## src/verilog/timer_ch34_pkg.sv

```systemverilog
// Constants, types and field decoders for the channel 3/4 mode block
`default_nettype none

package timer_ch34_pkg;

	localparam logic [15:0] MODE_CFG_TIMER1_OFFSET = 16'hE01C;
	localparam logic [15:0] MODE_CFG_TIMER2_OFFSET = 16'hF01C;
	localparam logic [15:0] CH3_COMPARE_OFFSET     = 16'hE03C;
	localparam logic [15:0] CH4_COMPARE_OFFSET     = 16'hE040;
	localparam logic [15:0] STATUS_OFFSET          = 16'hE044;
	localparam logic [15:0] MODE_CFG_RESET         = 16'h0000;
	localparam logic [15:0] COMPARE_RESET          = 16'h0000;
	localparam logic [31:0] READ_ZERO              = 32'h0000_0000;

	localparam int CHAN_FIELD_STRIDE = 8;
	localparam int SEL_LSB           = 0;
	localparam int FAST_BIT          = 2;
	localparam int DIVIDER_LSB       = 2;
	localparam int BUFFER_BIT        = 3;
	localparam int MODE_LSB          = 4;
	localparam int FILTER_LSB        = 4;

	localparam int NORMAL_TRIGGER_MIN_CYCLES = 5;
	localparam int FAST_TRIGGER_CYCLES       = 3;
	localparam int FAST_PIPE_STAGES          = FAST_TRIGGER_CYCLES - 1;

	typedef enum logic [2:0] {
		OM_FROZEN, OM_SET_ON_MATCH, OM_CLEAR_ON_MATCH, OM_TOGGLE,
		OM_FORCE_LOW, OM_FORCE_HIGH, OM_PWM1, OM_PWM2
	} output_mode_t;

	typedef enum logic [1:0] {
		DIR_OUTPUT, DIR_OWN_INPUT, DIR_OTHER_INPUT, DIR_TRIGGER
	} direction_t;

	typedef struct packed {
		output_mode_t mode;
		logic         buffer_en;
		logic         fast_en;
		logic [3:0]   filter;
		logic [1:0]   divider;
		direction_t   dir;
	} chan_cfg_t;

	typedef struct packed {
		logic [2:0] rate_log2;
		logic [3:0] length;
	} filter_setting_t;

	function automatic chan_cfg_t decode_chan(input logic [7:0] f);
		chan_cfg_t c;
		c.mode      = output_mode_t'(f[MODE_LSB +: 3]);
		c.buffer_en = f[BUFFER_BIT];
		c.fast_en   = f[FAST_BIT];
		c.filter    = f[FILTER_LSB +: 4];
		c.divider   = f[DIVIDER_LSB +: 2];
		c.dir       = direction_t'(f[SEL_LSB +: 2]);
		return c;
	endfunction

	function automatic filter_setting_t filter_setting(input logic [3:0] code);
		filter_setting_t s;
		case (code)
			4'h0: s = '{3'h0, 4'h1};
			4'h1: s = '{3'h0, 4'h2};
			4'h2: s = '{3'h0, 4'h4};
			4'h3: s = '{3'h0, 4'h8};
			4'h4: s = '{3'h1, 4'h6};
			4'h5: s = '{3'h1, 4'h8};
			4'h6: s = '{3'h2, 4'h6};
			4'h7: s = '{3'h2, 4'h8};
			4'h8: s = '{3'h3, 4'h6};
			4'h9: s = '{3'h3, 4'h8};
			4'hA: s = '{3'h4, 4'h5};
			4'hB: s = '{3'h4, 4'h6};
			4'hC: s = '{3'h4, 4'h8};
			4'hD: s = '{3'h5, 4'h5};
			4'hE: s = '{3'h5, 4'h6};
			default: s = '{3'h5, 4'h8};
		endcase
		return s;
	endfunction

	function automatic logic [2:0] capture_ratio(input logic [1:0] code);
		case (code)
			2'h0: return 3'h1;
			2'h1: return 3'h2;
			2'h2: return 3'h4;
			default: return 3'h6;
		endcase
	endfunction

endpackage

`default_nettype wire
```

## src/verilog/timer_ch34_mode_config.sv

```systemverilog
// Capture/compare channels 3 and 4: output reference, input filter, capture and APB registers
//
// The APB register port is this design's own decision.
`default_nettype none

// Functional notes
// - Mode 000 ignores matches; 001 sets, 010 clears, 011 toggles reference on match.
// - Mode 100 forces reference inactive; mode 101 forces it active.
// - PWM1: up counting active below compare; down counting inactive above compare.
// - PWM2: up counting inactive below compare; down counting active above compare.
// - PWM reference changes only on comparison change, frozen-to-PWM switch or fast trigger.
// - Buffer off: compare writes reach the active register immediately, except in a cycle where a capture lands.
// - Buffer on: accesses hit the buffer, copied to active on update event.
// - Fast off: output follows counter and compare only, trigger latency five cycles.
// - Fast on: trigger edge acts as match, output at compare level after three cycles.
// - Fast enable acts only in the two PWM modes.
// - Filter passes a new level after N equal consecutive samples.
// - Filter code selects sampling divider and sample count N per table.
// - Capture divider codes capture every 1, 2, 4 or 6 edges.
// - Channel 4 select: output, input four, input three, internal trigger.
// - Channel 3 select: output, input three, input four, internal trigger.
// - Output fields apply only when select is zero; input fields otherwise.
// - Channel 4 fields sit in bits 15:8, channel 3 in bits 7:0.
// - Mode register resets to zero: outputs, frozen, buffer and fast off.
// - Reference is active high; output level applies the channel polarity.
module timer_ch34_mode_config
	import timer_ch34_pkg::*;
#(
	parameter logic [15:0] MODE_CFG_OFFSET = MODE_CFG_TIMER1_OFFSET
)
(
	input  wire logic        pclk,                   // Timer and bus clock
	input  wire logic        presetn,                // Async reset, active low
	input  wire logic        psel,                   // APB select
	input  wire logic        penable,                // APB access phase
	input  wire logic        pwrite,                 // APB write
	input  wire logic [15:0] paddr,                  // APB byte address
	input  wire logic [31:0] pwdata,                 // APB write data
	output logic      [31:0] prdata,                 // APB read data
	output logic             pready,                 // APB ready
	output logic             pslverr,                // APB error on unmapped address
	input  wire logic [15:0] counter_value,          // Timer counter
	input  wire logic        count_down,             // Counter direction, 1 = down
	input  wire logic        update_event,           // Update event pulse
	input  wire logic        trigger_edge,           // Active trigger edge pulse
	input  wire logic        timer_input_three,      // Input pin 3 level
	input  wire logic        timer_input_four,       // Input pin 4 level
	input  wire logic        internal_trigger_input, // Internal trigger level
	input  wire logic        ch3_polarity,           // Channel 3 polarity
	input  wire logic        ch4_polarity,           // Channel 4 polarity
	input  wire logic        ch3_channel_enable,     // Channel 3 enable
	input  wire logic        ch4_channel_enable,     // Channel 4 enable
	output logic             ch3_reference_level,    // Channel 3 reference
	output logic             ch4_reference_level,    // Channel 4 reference
	output logic             ch3_compare_output,     // Channel 3 output level
	output logic             ch4_compare_output,     // Channel 4 output level
	output logic             ch3_capture_event,      // Channel 3 capture pulse
	output logic             ch4_capture_event       // Channel 4 capture pulse
);

	logic [15:0]                 mode_reg;
	logic [4:0]                  div_cnt;
	logic [FAST_PIPE_STAGES-1:0] trig_pipe;
	logic [1:0]                  ref_level;
	logic [1:0]                  out_level;
	logic [1:0]                  cap_pulse;
	logic [1:0]                  flt_level;
	logic [1:0]                  chan_is_input;
	logic [15:0]                 cmp_read [2];
	logic [1:0]                  in_pin;
	logic [1:0]                  pol;
	logic [1:0]                  chan_en;
	logic [1:0]                  wr_cmp;

	wire        access     = psel & penable;
	wire        setup      = psel & ~penable;
	wire        wr_access  = access & pwrite;
	wire        hit_mode   = (paddr == MODE_CFG_OFFSET);
	wire        hit_cmp3   = (paddr == CH3_COMPARE_OFFSET);
	wire        hit_cmp4   = (paddr == CH4_COMPARE_OFFSET);
	wire        hit_status = (paddr == STATUS_OFFSET);
	wire        mapped     = hit_mode | hit_cmp3 | hit_cmp4 | hit_status;
	wire        wr_mode    = wr_access & hit_mode;
	wire [31:0] status_word = {26'h0, chan_is_input, flt_level, ref_level};
	wire [31:0] rd_value   = hit_mode ? {16'h0000, mode_reg} :
	                         hit_cmp3 ? {16'h0000, cmp_read[0]} :
	                         hit_cmp4 ? {16'h0000, cmp_read[1]} :
	                         hit_status ? status_word : READ_ZERO;

	assign wr_cmp  = {wr_access & hit_cmp4, wr_access & hit_cmp3};
	assign in_pin  = {timer_input_four, timer_input_three};
	assign pol     = {ch4_polarity, ch3_polarity};
	assign chan_en = {ch4_channel_enable, ch3_channel_enable};

	// One wait-free access: read data is latched during setup
	assign pready  = 1'b1;
	assign pslverr = access & ~mapped;

	always_ff @(posedge pclk or negedge presetn)
	begin
		if (!presetn)
			prdata <= READ_ZERO;
		else if (setup)
			prdata <= rd_value;
	end

	always_ff @(posedge pclk or negedge presetn)
	begin
		if (!presetn)
			mode_reg <= MODE_CFG_RESET;
		else if (wr_mode)
			mode_reg <= pwdata[15:0];
	end

	// Shared sampling divider for the input filters
	always_ff @(posedge pclk or negedge presetn)
	begin
		if (!presetn)
			div_cnt <= 5'h00;
		else
			div_cnt <= div_cnt + 5'h01;
	end

	// Trigger edge pipeline; the ref flop adds the last stage
	always_ff @(posedge pclk or negedge presetn)
	begin
		if (!presetn)
			trig_pipe <= '0;
		else
			trig_pipe <= {trig_pipe[FAST_PIPE_STAGES-2:0], trigger_edge};
	end

	genvar g;
	generate
		for (g = 0; g < 2; g++)
		begin : chan
			chan_cfg_t       cfg;
			filter_setting_t fset;
			logic            is_output;
			logic            is_input;
			logic            buf_eff;
			logic            src_raw;
			logic            smp_tick;
			logic [4:0]      rate_mask;
			logic [3:0]      flt_cnt;
			logic            flt_q;
			logic            pol_q;
			logic            edge_rise;
			logic [2:0]      ev_cnt;
			logic            ev_last;
			logic            cap_now;
			logic            cap_q;
			logic [15:0]     cmp_active;
			logic [15:0]     cmp_buffer;
			logic            match;
			logic            match_q;
			logic            match_hit;
			logic            is_pwm;
			logic            below;
			logic            above;
			logic            pwm_raw;
			logic            pwm_q;
			output_mode_t    mode_q;
			logic            fast_hit;
			logic            ref_q;
			logic            out_q;
			logic            next_ref;

			assign cfg       = decode_chan(mode_reg[g*CHAN_FIELD_STRIDE +: CHAN_FIELD_STRIDE]);
			assign is_output = (cfg.dir == DIR_OUTPUT);
			assign is_input  = ~is_output;
			assign buf_eff   = is_output & cfg.buffer_en;
			assign fset      = filter_setting(cfg.filter);
			assign rate_mask = 5'((6'h01 << fset.rate_log2) - 6'h01);
			assign smp_tick  = ((div_cnt & rate_mask) == 5'h00);

			// Own pin for code 01, the other pin for 10, trigger for 11
			always_comb
			begin
				case (cfg.dir)
					DIR_OWN_INPUT:   src_raw = in_pin[g];
					DIR_OTHER_INPUT: src_raw = in_pin[1-g];
					DIR_TRIGGER:     src_raw = internal_trigger_input;
					default:         src_raw = 1'b0;
				endcase
			end

			// Level moves only after length equal samples in a row
			always_ff @(posedge pclk or negedge presetn)
			begin
				if (!presetn)
				begin
					flt_cnt <= 4'h0;
					flt_q   <= 1'b0;
				end
				else if (!is_input)
				begin
					flt_cnt <= 4'h0;
					flt_q   <= 1'b0;
				end
				else if (smp_tick)
				begin
					if (src_raw == flt_q)
						flt_cnt <= 4'h0;
					else if (flt_cnt + 4'h1 >= fset.length)
					begin
						flt_q   <= src_raw;
						flt_cnt <= 4'h0;
					end
					else
						flt_cnt <= flt_cnt + 4'h1;
				end
			end

			assign edge_rise = (flt_q ^ pol[g]) & ~pol_q;
			assign ev_last   = (ev_cnt + 3'h1 == capture_ratio(cfg.divider));
			assign cap_now   = edge_rise & ev_last & is_input & chan_en[g];

			always_ff @(posedge pclk or negedge presetn)
			begin
				if (!presetn)
				begin
					pol_q  <= 1'b0;
					ev_cnt <= 3'h0;
					cap_q  <= 1'b0;
				end
				else
				begin
					pol_q <= flt_q ^ pol[g];
					cap_q <= cap_now;
					if (!(is_input && chan_en[g]))
						ev_cnt <= 3'h0;
					else if (edge_rise)
						ev_cnt <= ev_last ? 3'h0 : ev_cnt + 3'h1;
				end
			end

			// Buffer and active copy; a capture lands in both
			always_ff @(posedge pclk or negedge presetn)
			begin
				if (!presetn)
				begin
					cmp_active <= COMPARE_RESET;
					cmp_buffer <= COMPARE_RESET;
				end
				else if (cap_now)
				begin
					cmp_active <= counter_value;
					cmp_buffer <= counter_value;
				end
				else
				begin
					if (wr_cmp[g])
						cmp_buffer <= pwdata[15:0];
					if (wr_cmp[g] && !buf_eff)
						cmp_active <= pwdata[15:0];
					else if (update_event && buf_eff)
						cmp_active <= cmp_buffer;
				end
			end

			assign cmp_read[g] = is_output ? cmp_buffer : cmp_active;

			assign match     = (counter_value == cmp_active);
			assign match_hit = match & ~match_q;
			assign below     = (counter_value < cmp_active);
			assign above     = (counter_value > cmp_active);
			assign is_pwm    = (cfg.mode == OM_PWM1) | (cfg.mode == OM_PWM2);
			assign fast_hit  = trig_pipe[FAST_PIPE_STAGES-1] & cfg.fast_en & is_pwm;

			always_comb
			begin
				if (cfg.mode == OM_PWM1)
					pwm_raw = count_down ? ~above : below;
				else
					pwm_raw = count_down ? above : ~below;
			end

			// Without fast enable the trigger never reaches this path
			always_comb
			begin
				next_ref = ref_q;
				if (!is_output)
					next_ref = 1'b0;
				else
				begin
					case (cfg.mode)
						OM_FROZEN:         next_ref = ref_q;
						OM_SET_ON_MATCH:   next_ref = match_hit | ref_q;
						OM_CLEAR_ON_MATCH: next_ref = ~match_hit & ref_q;
						OM_TOGGLE:         next_ref = match_hit ^ ref_q;
						OM_FORCE_LOW:      next_ref = 1'b0;
						OM_FORCE_HIGH:     next_ref = 1'b1;
						OM_PWM1, OM_PWM2:
						begin
							if (fast_hit)
								next_ref = 1'b1;
							else if (pwm_raw != pwm_q || mode_q == OM_FROZEN)
								next_ref = pwm_raw;
						end
						default:           next_ref = ref_q;
					endcase
				end
			end

			always_ff @(posedge pclk or negedge presetn)
			begin
				if (!presetn)
				begin
					match_q <= 1'b0;
					pwm_q   <= 1'b0;
					mode_q  <= OM_FROZEN;
					ref_q   <= 1'b0;
					out_q   <= 1'b0;
				end
				else
				begin
					match_q <= match;
					pwm_q   <= pwm_raw;
					mode_q  <= cfg.mode;
					ref_q   <= next_ref;
					out_q   <= next_ref ^ pol[g];
				end
			end

			assign ref_level[g]     = ref_q;
			assign out_level[g]     = out_q;
			assign cap_pulse[g]     = cap_q;
			assign flt_level[g]     = flt_q;
			assign chan_is_input[g] = is_input;
		end
	endgenerate

	assign ch3_reference_level = ref_level[0];
	assign ch4_reference_level = ref_level[1];
	assign ch3_compare_output  = out_level[0];
	assign ch4_compare_output  = out_level[1];
	assign ch3_capture_event   = cap_pulse[0];
	assign ch4_capture_event   = cap_pulse[1];

endmodule // timer_ch34_mode_config

`default_nettype wire

```

## config.mk

```make
export PLATFORM = sky130hd
export DESIGN_NAME = timer_ch34_mode_config
export DESIGN_NICKNAME = d
export VERILOG_FILES = /design/src/verilog/timer_ch34_pkg.sv /design/src/verilog/timer_ch34_mode_config.sv
export SDC_FILE = /design/constraint.sdc
export NUM_CORES = 1
export LEC_CHECK = 0
export ABC_AREA = 1
export BUFFER_PORTS_ARGS = -buffer_cell sky130_fd_sc_hd__buf_2
export CAP_MARGIN = 20
export CORE_ASPECT_RATIO = 0.6
export CORE_MARGIN = 3
export CORE_UTILIZATION = 59
export CTS_CLUSTER_SIZE = 28
export DETAILED_ROUTE_END_ITERATION = 10
export HOLD_SLACK_MARGIN = 0.15
export PLACE_DENSITY = 0.78
export SLEW_MARGIN = 20
export SYNTH_ARGS = -nofsm -noshare
export SYNTH_HDL_FRONTEND = slang
export SYNTH_SLANG_ARGS = --single-unit
```

## constraint.sdc

```tcl
create_clock -name pclk -period 2.55 [get_ports pclk]
set_input_delay 0.51 -clock pclk [delete_from_list [all_inputs] [get_ports pclk]]
set_output_delay 0.51 -clock pclk [all_outputs]
set_load 0.1 [all_outputs]
```

# Yosys cells after proc, flatten, opt, wreduce, memory -nomap -nowiden

Memories as Yosys holds them, arrays and structs flattened.
Index checks and enable logic that the tools add are counted.

Bits in read-only memories: 224
Input bits: 79
Memories: 2
Register bits: 153
Logic and storage cells: 227

Memory list:

| memory           | depth | width | read ports | clocked after Yosys merged registers in | write ports | line                 | RTL |
|---|---|---|---|---|---|---|---|
| (name not given) | 16    | 7     | 1          | 0                                       | 0           | timer_ch34_pkg.sv:63 | `case (code)` |
| (name not given) | 16    | 7     | 1          | 0                                       | 0           | timer_ch34_pkg.sv:63 |  |

Multiplexer cells: 56
Order comparisons: 6
Shift operators: 2
Bitwise logic cells: 54
Add/subtract/negate cells: 7
Reductions and logical operators: 32
Equality and inequality tests: 40

Operators by type and width:

| operator             | count |
|---|---|
| $mux 16              | 15 |
| $eq 16x16->1 const B | 4 |
| $eq 16x16->1         | 2 |
| $gt 16x16->1         | 2 |
| $lt 16x16->1         | 2 |
| $mux 4               | 8 |
| $and 1x1->1          | 25 |
| $eq 3x3->1 const B   | 8 |
| $mux 1               | 20 |
| $mux 3               | 6 |
| $pmux 3 s3           | 2 |
| $not 1->1            | 14 |
| $pmux 1 s7           | 2 |
| $eq 2x2->1 const B   | 6 |
| $eq 3x2->1 const B   | 4 |
| $logic_not 3->1      | 4 |
| $reduce_bool 2->1    | 6 |
| $and 5x5->5          | 2 |
| $logic_not 5->1      | 2 |
| $shl 1x3->5 const A  | 2 |
| $sub 5x1->5 const B  | 2 |
| $add 4x1->4 const B  | 2 |
| $eq 2x1->1 const B   | 4 |
| $ge 4x4->1           | 2 |
| other kinds (18)     | 51 |

# Logic depth before layout (Yosys ltp)

Depth in word-level cells: 11
Depth in mapped cells: 20

# Least setup slack after synthesis

Ideal clock, no wire load.

Path kind: input-to-output
Start: input port paddr[12]
End: output port pslverr
Buffers on the path: 1
Stages: 8
Data required time: 2040 ps
Data arrival time: 2465 ps
Path slack: -425 ps
Cell sequence: inv_1 -> nand4_1 -> nor2_2 -> nor3b_4 -> buf_2 -> nor2_1 -> nand3_1 -> nor2_1

Longest elaborated chain between the ends: 6
Elaborated cells between the ends (all ways): 9
Classes of those cells: 4 x eq/ne; 5 x bitwise

Ends and longest elaborated chain:

| item                                   | line                                                       | RTL |
|---|---|---|
| start: declaration                     | timer_ch34_mode_config.sv:37                               | `input wire logic [15:0] paddr,` |
| $eq 16x16->1, on equally long branches | timer_ch34_mode_config.sv:78, timer_ch34_mode_config.sv:79 |  |
| $or 1x1->1 (2 in series)               | timer_ch34_mode_config.sv:82                               | `wire mapped = hit_mode \| hit_cmp3 \| hit_cmp4 \| hit_status;` |
| $or 1x1->1 *                           | timer_ch34_mode_config.sv:82                               |  |
| $not 1->1 *                            | timer_ch34_mode_config.sv:97                               | `assign pslverr = access & ~mapped;` |
| $and 1x1->1 *                          | timer_ch34_mode_config.sv:97                               |  |
| end: declaration                       | timer_ch34_mode_config.sv:41                               | `output logic pslverr,` |

Every way passes the cells marked *; elsewhere a longest branch is shown, timed or not.

# Final worst setup path

Start: register mode_reg[5]
End: register chan[0].flt_cnt[0]

Longest elaborated chain between the ends: 6
Elaborated cells between the ends (all ways): 11
Classes of those cells: 1 x add/sub; 1 x order compare; 1 x shift; 4 x mux; 1 x bitwise; 2 x reduce/logical; 1 x memory

Ends and longest elaborated chain:

| item                                                         | line                                                         | RTL |
|---|---|---|
| start: declaration                                           | timer_ch34_mode_config.sv:61                                 | `logic [15:0] mode_reg;` |
| start signal: assignment                                     | timer_ch34_mode_config.sv:112                                | `mode_reg <= pwdata[15:0];` |
| $mem_v2 16x7 *                                               | -                                                            |  |
| $shl 1x3->5 / $ge 4x4->1 (equally long branches)             | timer_ch34_mode_config.sv:174, timer_ch34_mode_config.sv:205 |  |
| $sub 5x1->5 / $mux 4 (equally long branches)                 | timer_ch34_mode_config.sv:174, timer_ch34_mode_config.sv:205 |  |
| $and 5x5->5 / $mux 4 (equally long branches)                 | timer_ch34_mode_config.sv:175, timer_ch34_mode_config.sv:203 |  |
| $logic_not 5->1 / $mux 4 (equally long branches)             | timer_ch34_mode_config.sv:175, timer_ch34_mode_config.sv:201 |  |
| $reduce_bool 2->1 (no line) / $mux 4 (equally long branches) | -                                                            |  |
| end signal: assignment                                       | timer_ch34_mode_config.sv:211                                | `flt_cnt <= flt_cnt + 4'h1;` |
| end: declaration                                             | timer_ch34_mode_config.sv:145                                | `logic [3:0] flt_cnt;` |

Every way passes the cells marked *; elsewhere a longest branch is shown, timed or not. The select of a mux whose other input is x is not followed.
A chain may end at the register's enable or synchronous reset.

==> impl_metrics.toml <==
[synthesis]
syn_area_um2 = 8720
synth-main-ff-cell = "dfrtp_1"
yosysMostFrequentCell = "nand2_1"
yosys-top-cells-area = "dfrtp_1, nand2_1, ha_1, inv_1, o21ai_0"
yosysTopAreaCell = "dfrtp_1"
synth_edf_count = 0
async_reset_ff_frac = 1.00
synth_cells = 1096
synth-seq-area-share = 0.393
syn_avg_cell_area_um2 = 7.96
yosysTopAreaCellShare = 0.393
netlist_top_cells_count = "nand2_1, dfrtp_1, inv_1"
synth.distinct_cells = 49
yosys_register_bits = 137
yosysWarningCount = 0

[sta]
fin_skew_ns = 0.00949
rsz0062_at_grt = "true"
max_slew_margin = 0.587
period_minus_slack_ns = 2.35
finalSetupViolations = 0
fmax_mhz = 426
worstMarginPinSlew_ns = 0.613
post-route-period-util = 0.920
setup_slack_ns = 0.204
final_max_slew_viol_count = 0
hold_viol = 0

[floorplan]
die_w_um = 163
die-area_um2 = 16300
io_pins = 119
std_cell_rows = 33
core-area_um2 = 14000
dieHeight_um = 100
initial_utilization = 0.621

[cells_and_area]
n_fill_cell = 1085
syn_to_final_growth_pct = 16.1
layout-drive-gt1-share = 0.184
top_regs = "chan.cmp_active: 32 flops, chan.cmp_buffer: 32 flops"
utilization = 0.721
diodes = 0
nets = 1343

[critical_path]
r2r-start = "mode_reg[5]"
endpoint_kind = "flop"
cpPeakStageDelay_ns = 0.44
reg2reg_depth = 12
reg2reg_slack_ns = 0.20
crit_end = "chan[0].flt_cnt[0]"
crit_arrival_ns = 2.69
startpoint = "mode_reg[5]"
critical_path_class = "flop to flop"
r2r-end = "chan[0].flt_cnt[0]"
crit_chain = "inv_2 > ha_1 > nand2_1 > nand2_1 > nor2_1 > nor2_1 > ha_1 > a21oi_1 > o211ai_1 > nor3b_2 > nand2_1 > o21ai_1"
crit_fanout = 5
crit_path_frequent_cell = "nand2_1"
startpoint_type = "flop"
crit_slowest_cell = "dfrtp_1"
worstPathRequired_ns = 2.89

[outcome]
status = "complete, no violations"

[clock_tree]
cts_tree = "yes"
clk_pin_slew_ns = 0.06
tritoncts.num_buffers = 17
cts_root_buf = "clkbuf_16"
cts.sinks = 137
clockBufferDepth = 2
clk_latency_ns = 0.43
h-tree-depth = 4

[global_route]
grt_pass1_wl_um = 40800
grt_max_degree = 48
first_global_vias = 7527
antenna_found_initial = 0
overflow = 0
grtUsageTotal = 0.325

[hold_path]
min_path_type = "input port to flop"

[pwr]
total_power_mw = 5.05
p_per_area_nw_per_um2 = 499
p_seq_frac = 0.433
p_switching_mw = 1.33
p_int_mw = 3.72
pwr-share-comb = 0.084
power.share.switching = 0.264
irDropWorstVdd_uv = 322
p_leak_nw = 4.90
power_frac_clock = 0.482

[flow_run]
maxCapViolCount = 0

[route]
dr.pass1.iters = 6
drc_errors = 0
vias_per_cell = 5.84
ant_nets = 0
drt_iter0_markers = 877
post_drt_wl_per_cell_um = 18.5
wirelength_um = 26100
vias = 8225

[placement]
place.gp.congestion = 0.967
dp_hpwl_um = 19600
detailedPlace.worstSlack_ns = -0.0877
io_buffer_count = 85
-- cells by family after synthesis --
group                    Yosys count  share of synthesized area
other                              2                   0.000861
adder cells (fa/ha/maj)           59                     0.0846
AND/OR/NAND/NOR                  443                      0.213
XOR/XNOR                          16                     0.0161
multiplexers                      31                     0.0400
AO/OA/AOI/OAI                    228                      0.162
buffers and inverters            180                     0.0908
flip-flops                       137                      0.393
-- worst min path at each step --
stage / startpoint / to / slack, ns / cells after the start
floorplan: presetn / ch3_capture_event / 0.21 / 0
detailed placement: trig_pipe[0] / trig_pipe[1] / 0.34 / 0
global placement: trig_pipe[0] / trig_pipe[1] / 0.34 / 0
global route: trigger_edge / trig_pipe[0] / 0.20 / 1
finish: trigger_edge / trig_pipe[0] / 0.19 / 1
CTS: trigger_edge / trig_pipe[0] / 0.18 / 1
-- power groups by stage --
stage	sequential, mW	clock [mW]	combinational (mW)
4_1_cts	2.19	2.45	0.419
2_1_floorplan	2.24	0	0.239
5_1_grt	2.19	2.54	0.461
3_5_place_dp	2.23	0	0.416
3_3_place_gp	2.23	0	0.408
6_report	2.19	2.44	0.427
-- worst max-delay path, delay by kind of cell, from the launching register on --
kind	cells	cell delay [ns]
compound gates	3	0.44
fa+ha+maj	2	0.60
buf+inv	1	0.09
flops	1	0.44
simple gates	6	0.69
-- final cells by class --
cell class / instances / area (µm²) / area share
well taps: 192 / 240 / 0.0237
repair buffers: 126 / 805 / 0.0795
clock buffers: 17 / 425 / 0.0420
flip-flops and latches: 137 / 3430 / 0.339
inverters: 129 / 484 / 0.0478
clock inverters: 14 / 149 / 0.0147
multi-input cells: 794 / 4590 / 0.454
-- layout by cell type, fill, tap and decap left out, types with 30 or more instances in the layout --
cell type    n
a21oi_1     30
a31oi_1     32
buf_2       84
buf_4       35
dfrtp_1    137
ha_1        59
inv_1      118
mux2_2      31
nand2_1    287
nand3_1     41
nor2_1      74
o211ai_1    48
o21ai_0     71
-- stage by stage --
stage	area, µm²	std cells	TNS [ns]	hold slack [ns]
4_1_cts	10100	1408	0	0.184
5_1_grt	10100	1409	-0.0883	0.199
3_3_place_gp	9500	1376	0	0.336
6_report	10100	1409	0	0.190
3_5_place_dp	9500	1376	-0.147	0.337
2_1_floorplan	8780	1111	0	0.214
-- what timing repair did --
| item | CTS | global route |
|---|---|---|
| setup buffers | 0 | 1 |
| endpoints found under the hold margin | 44 | 0 |
| endpoints found under the setup margin | 0 | 22 |
| gates resized for setup | 0 | 14 |
| hold buffers | 1 | 0 |
-- layer usage --
layer | routed length (µm) | GRT usage
met1 | 11300 | 0.483
met5 | 0 | 0
met4 | 488 | 0.0858
met2 | 10600 | 0.447
met3 | 3810 | 0.121
No activity file was read; power rests on OpenSTA's default activity.
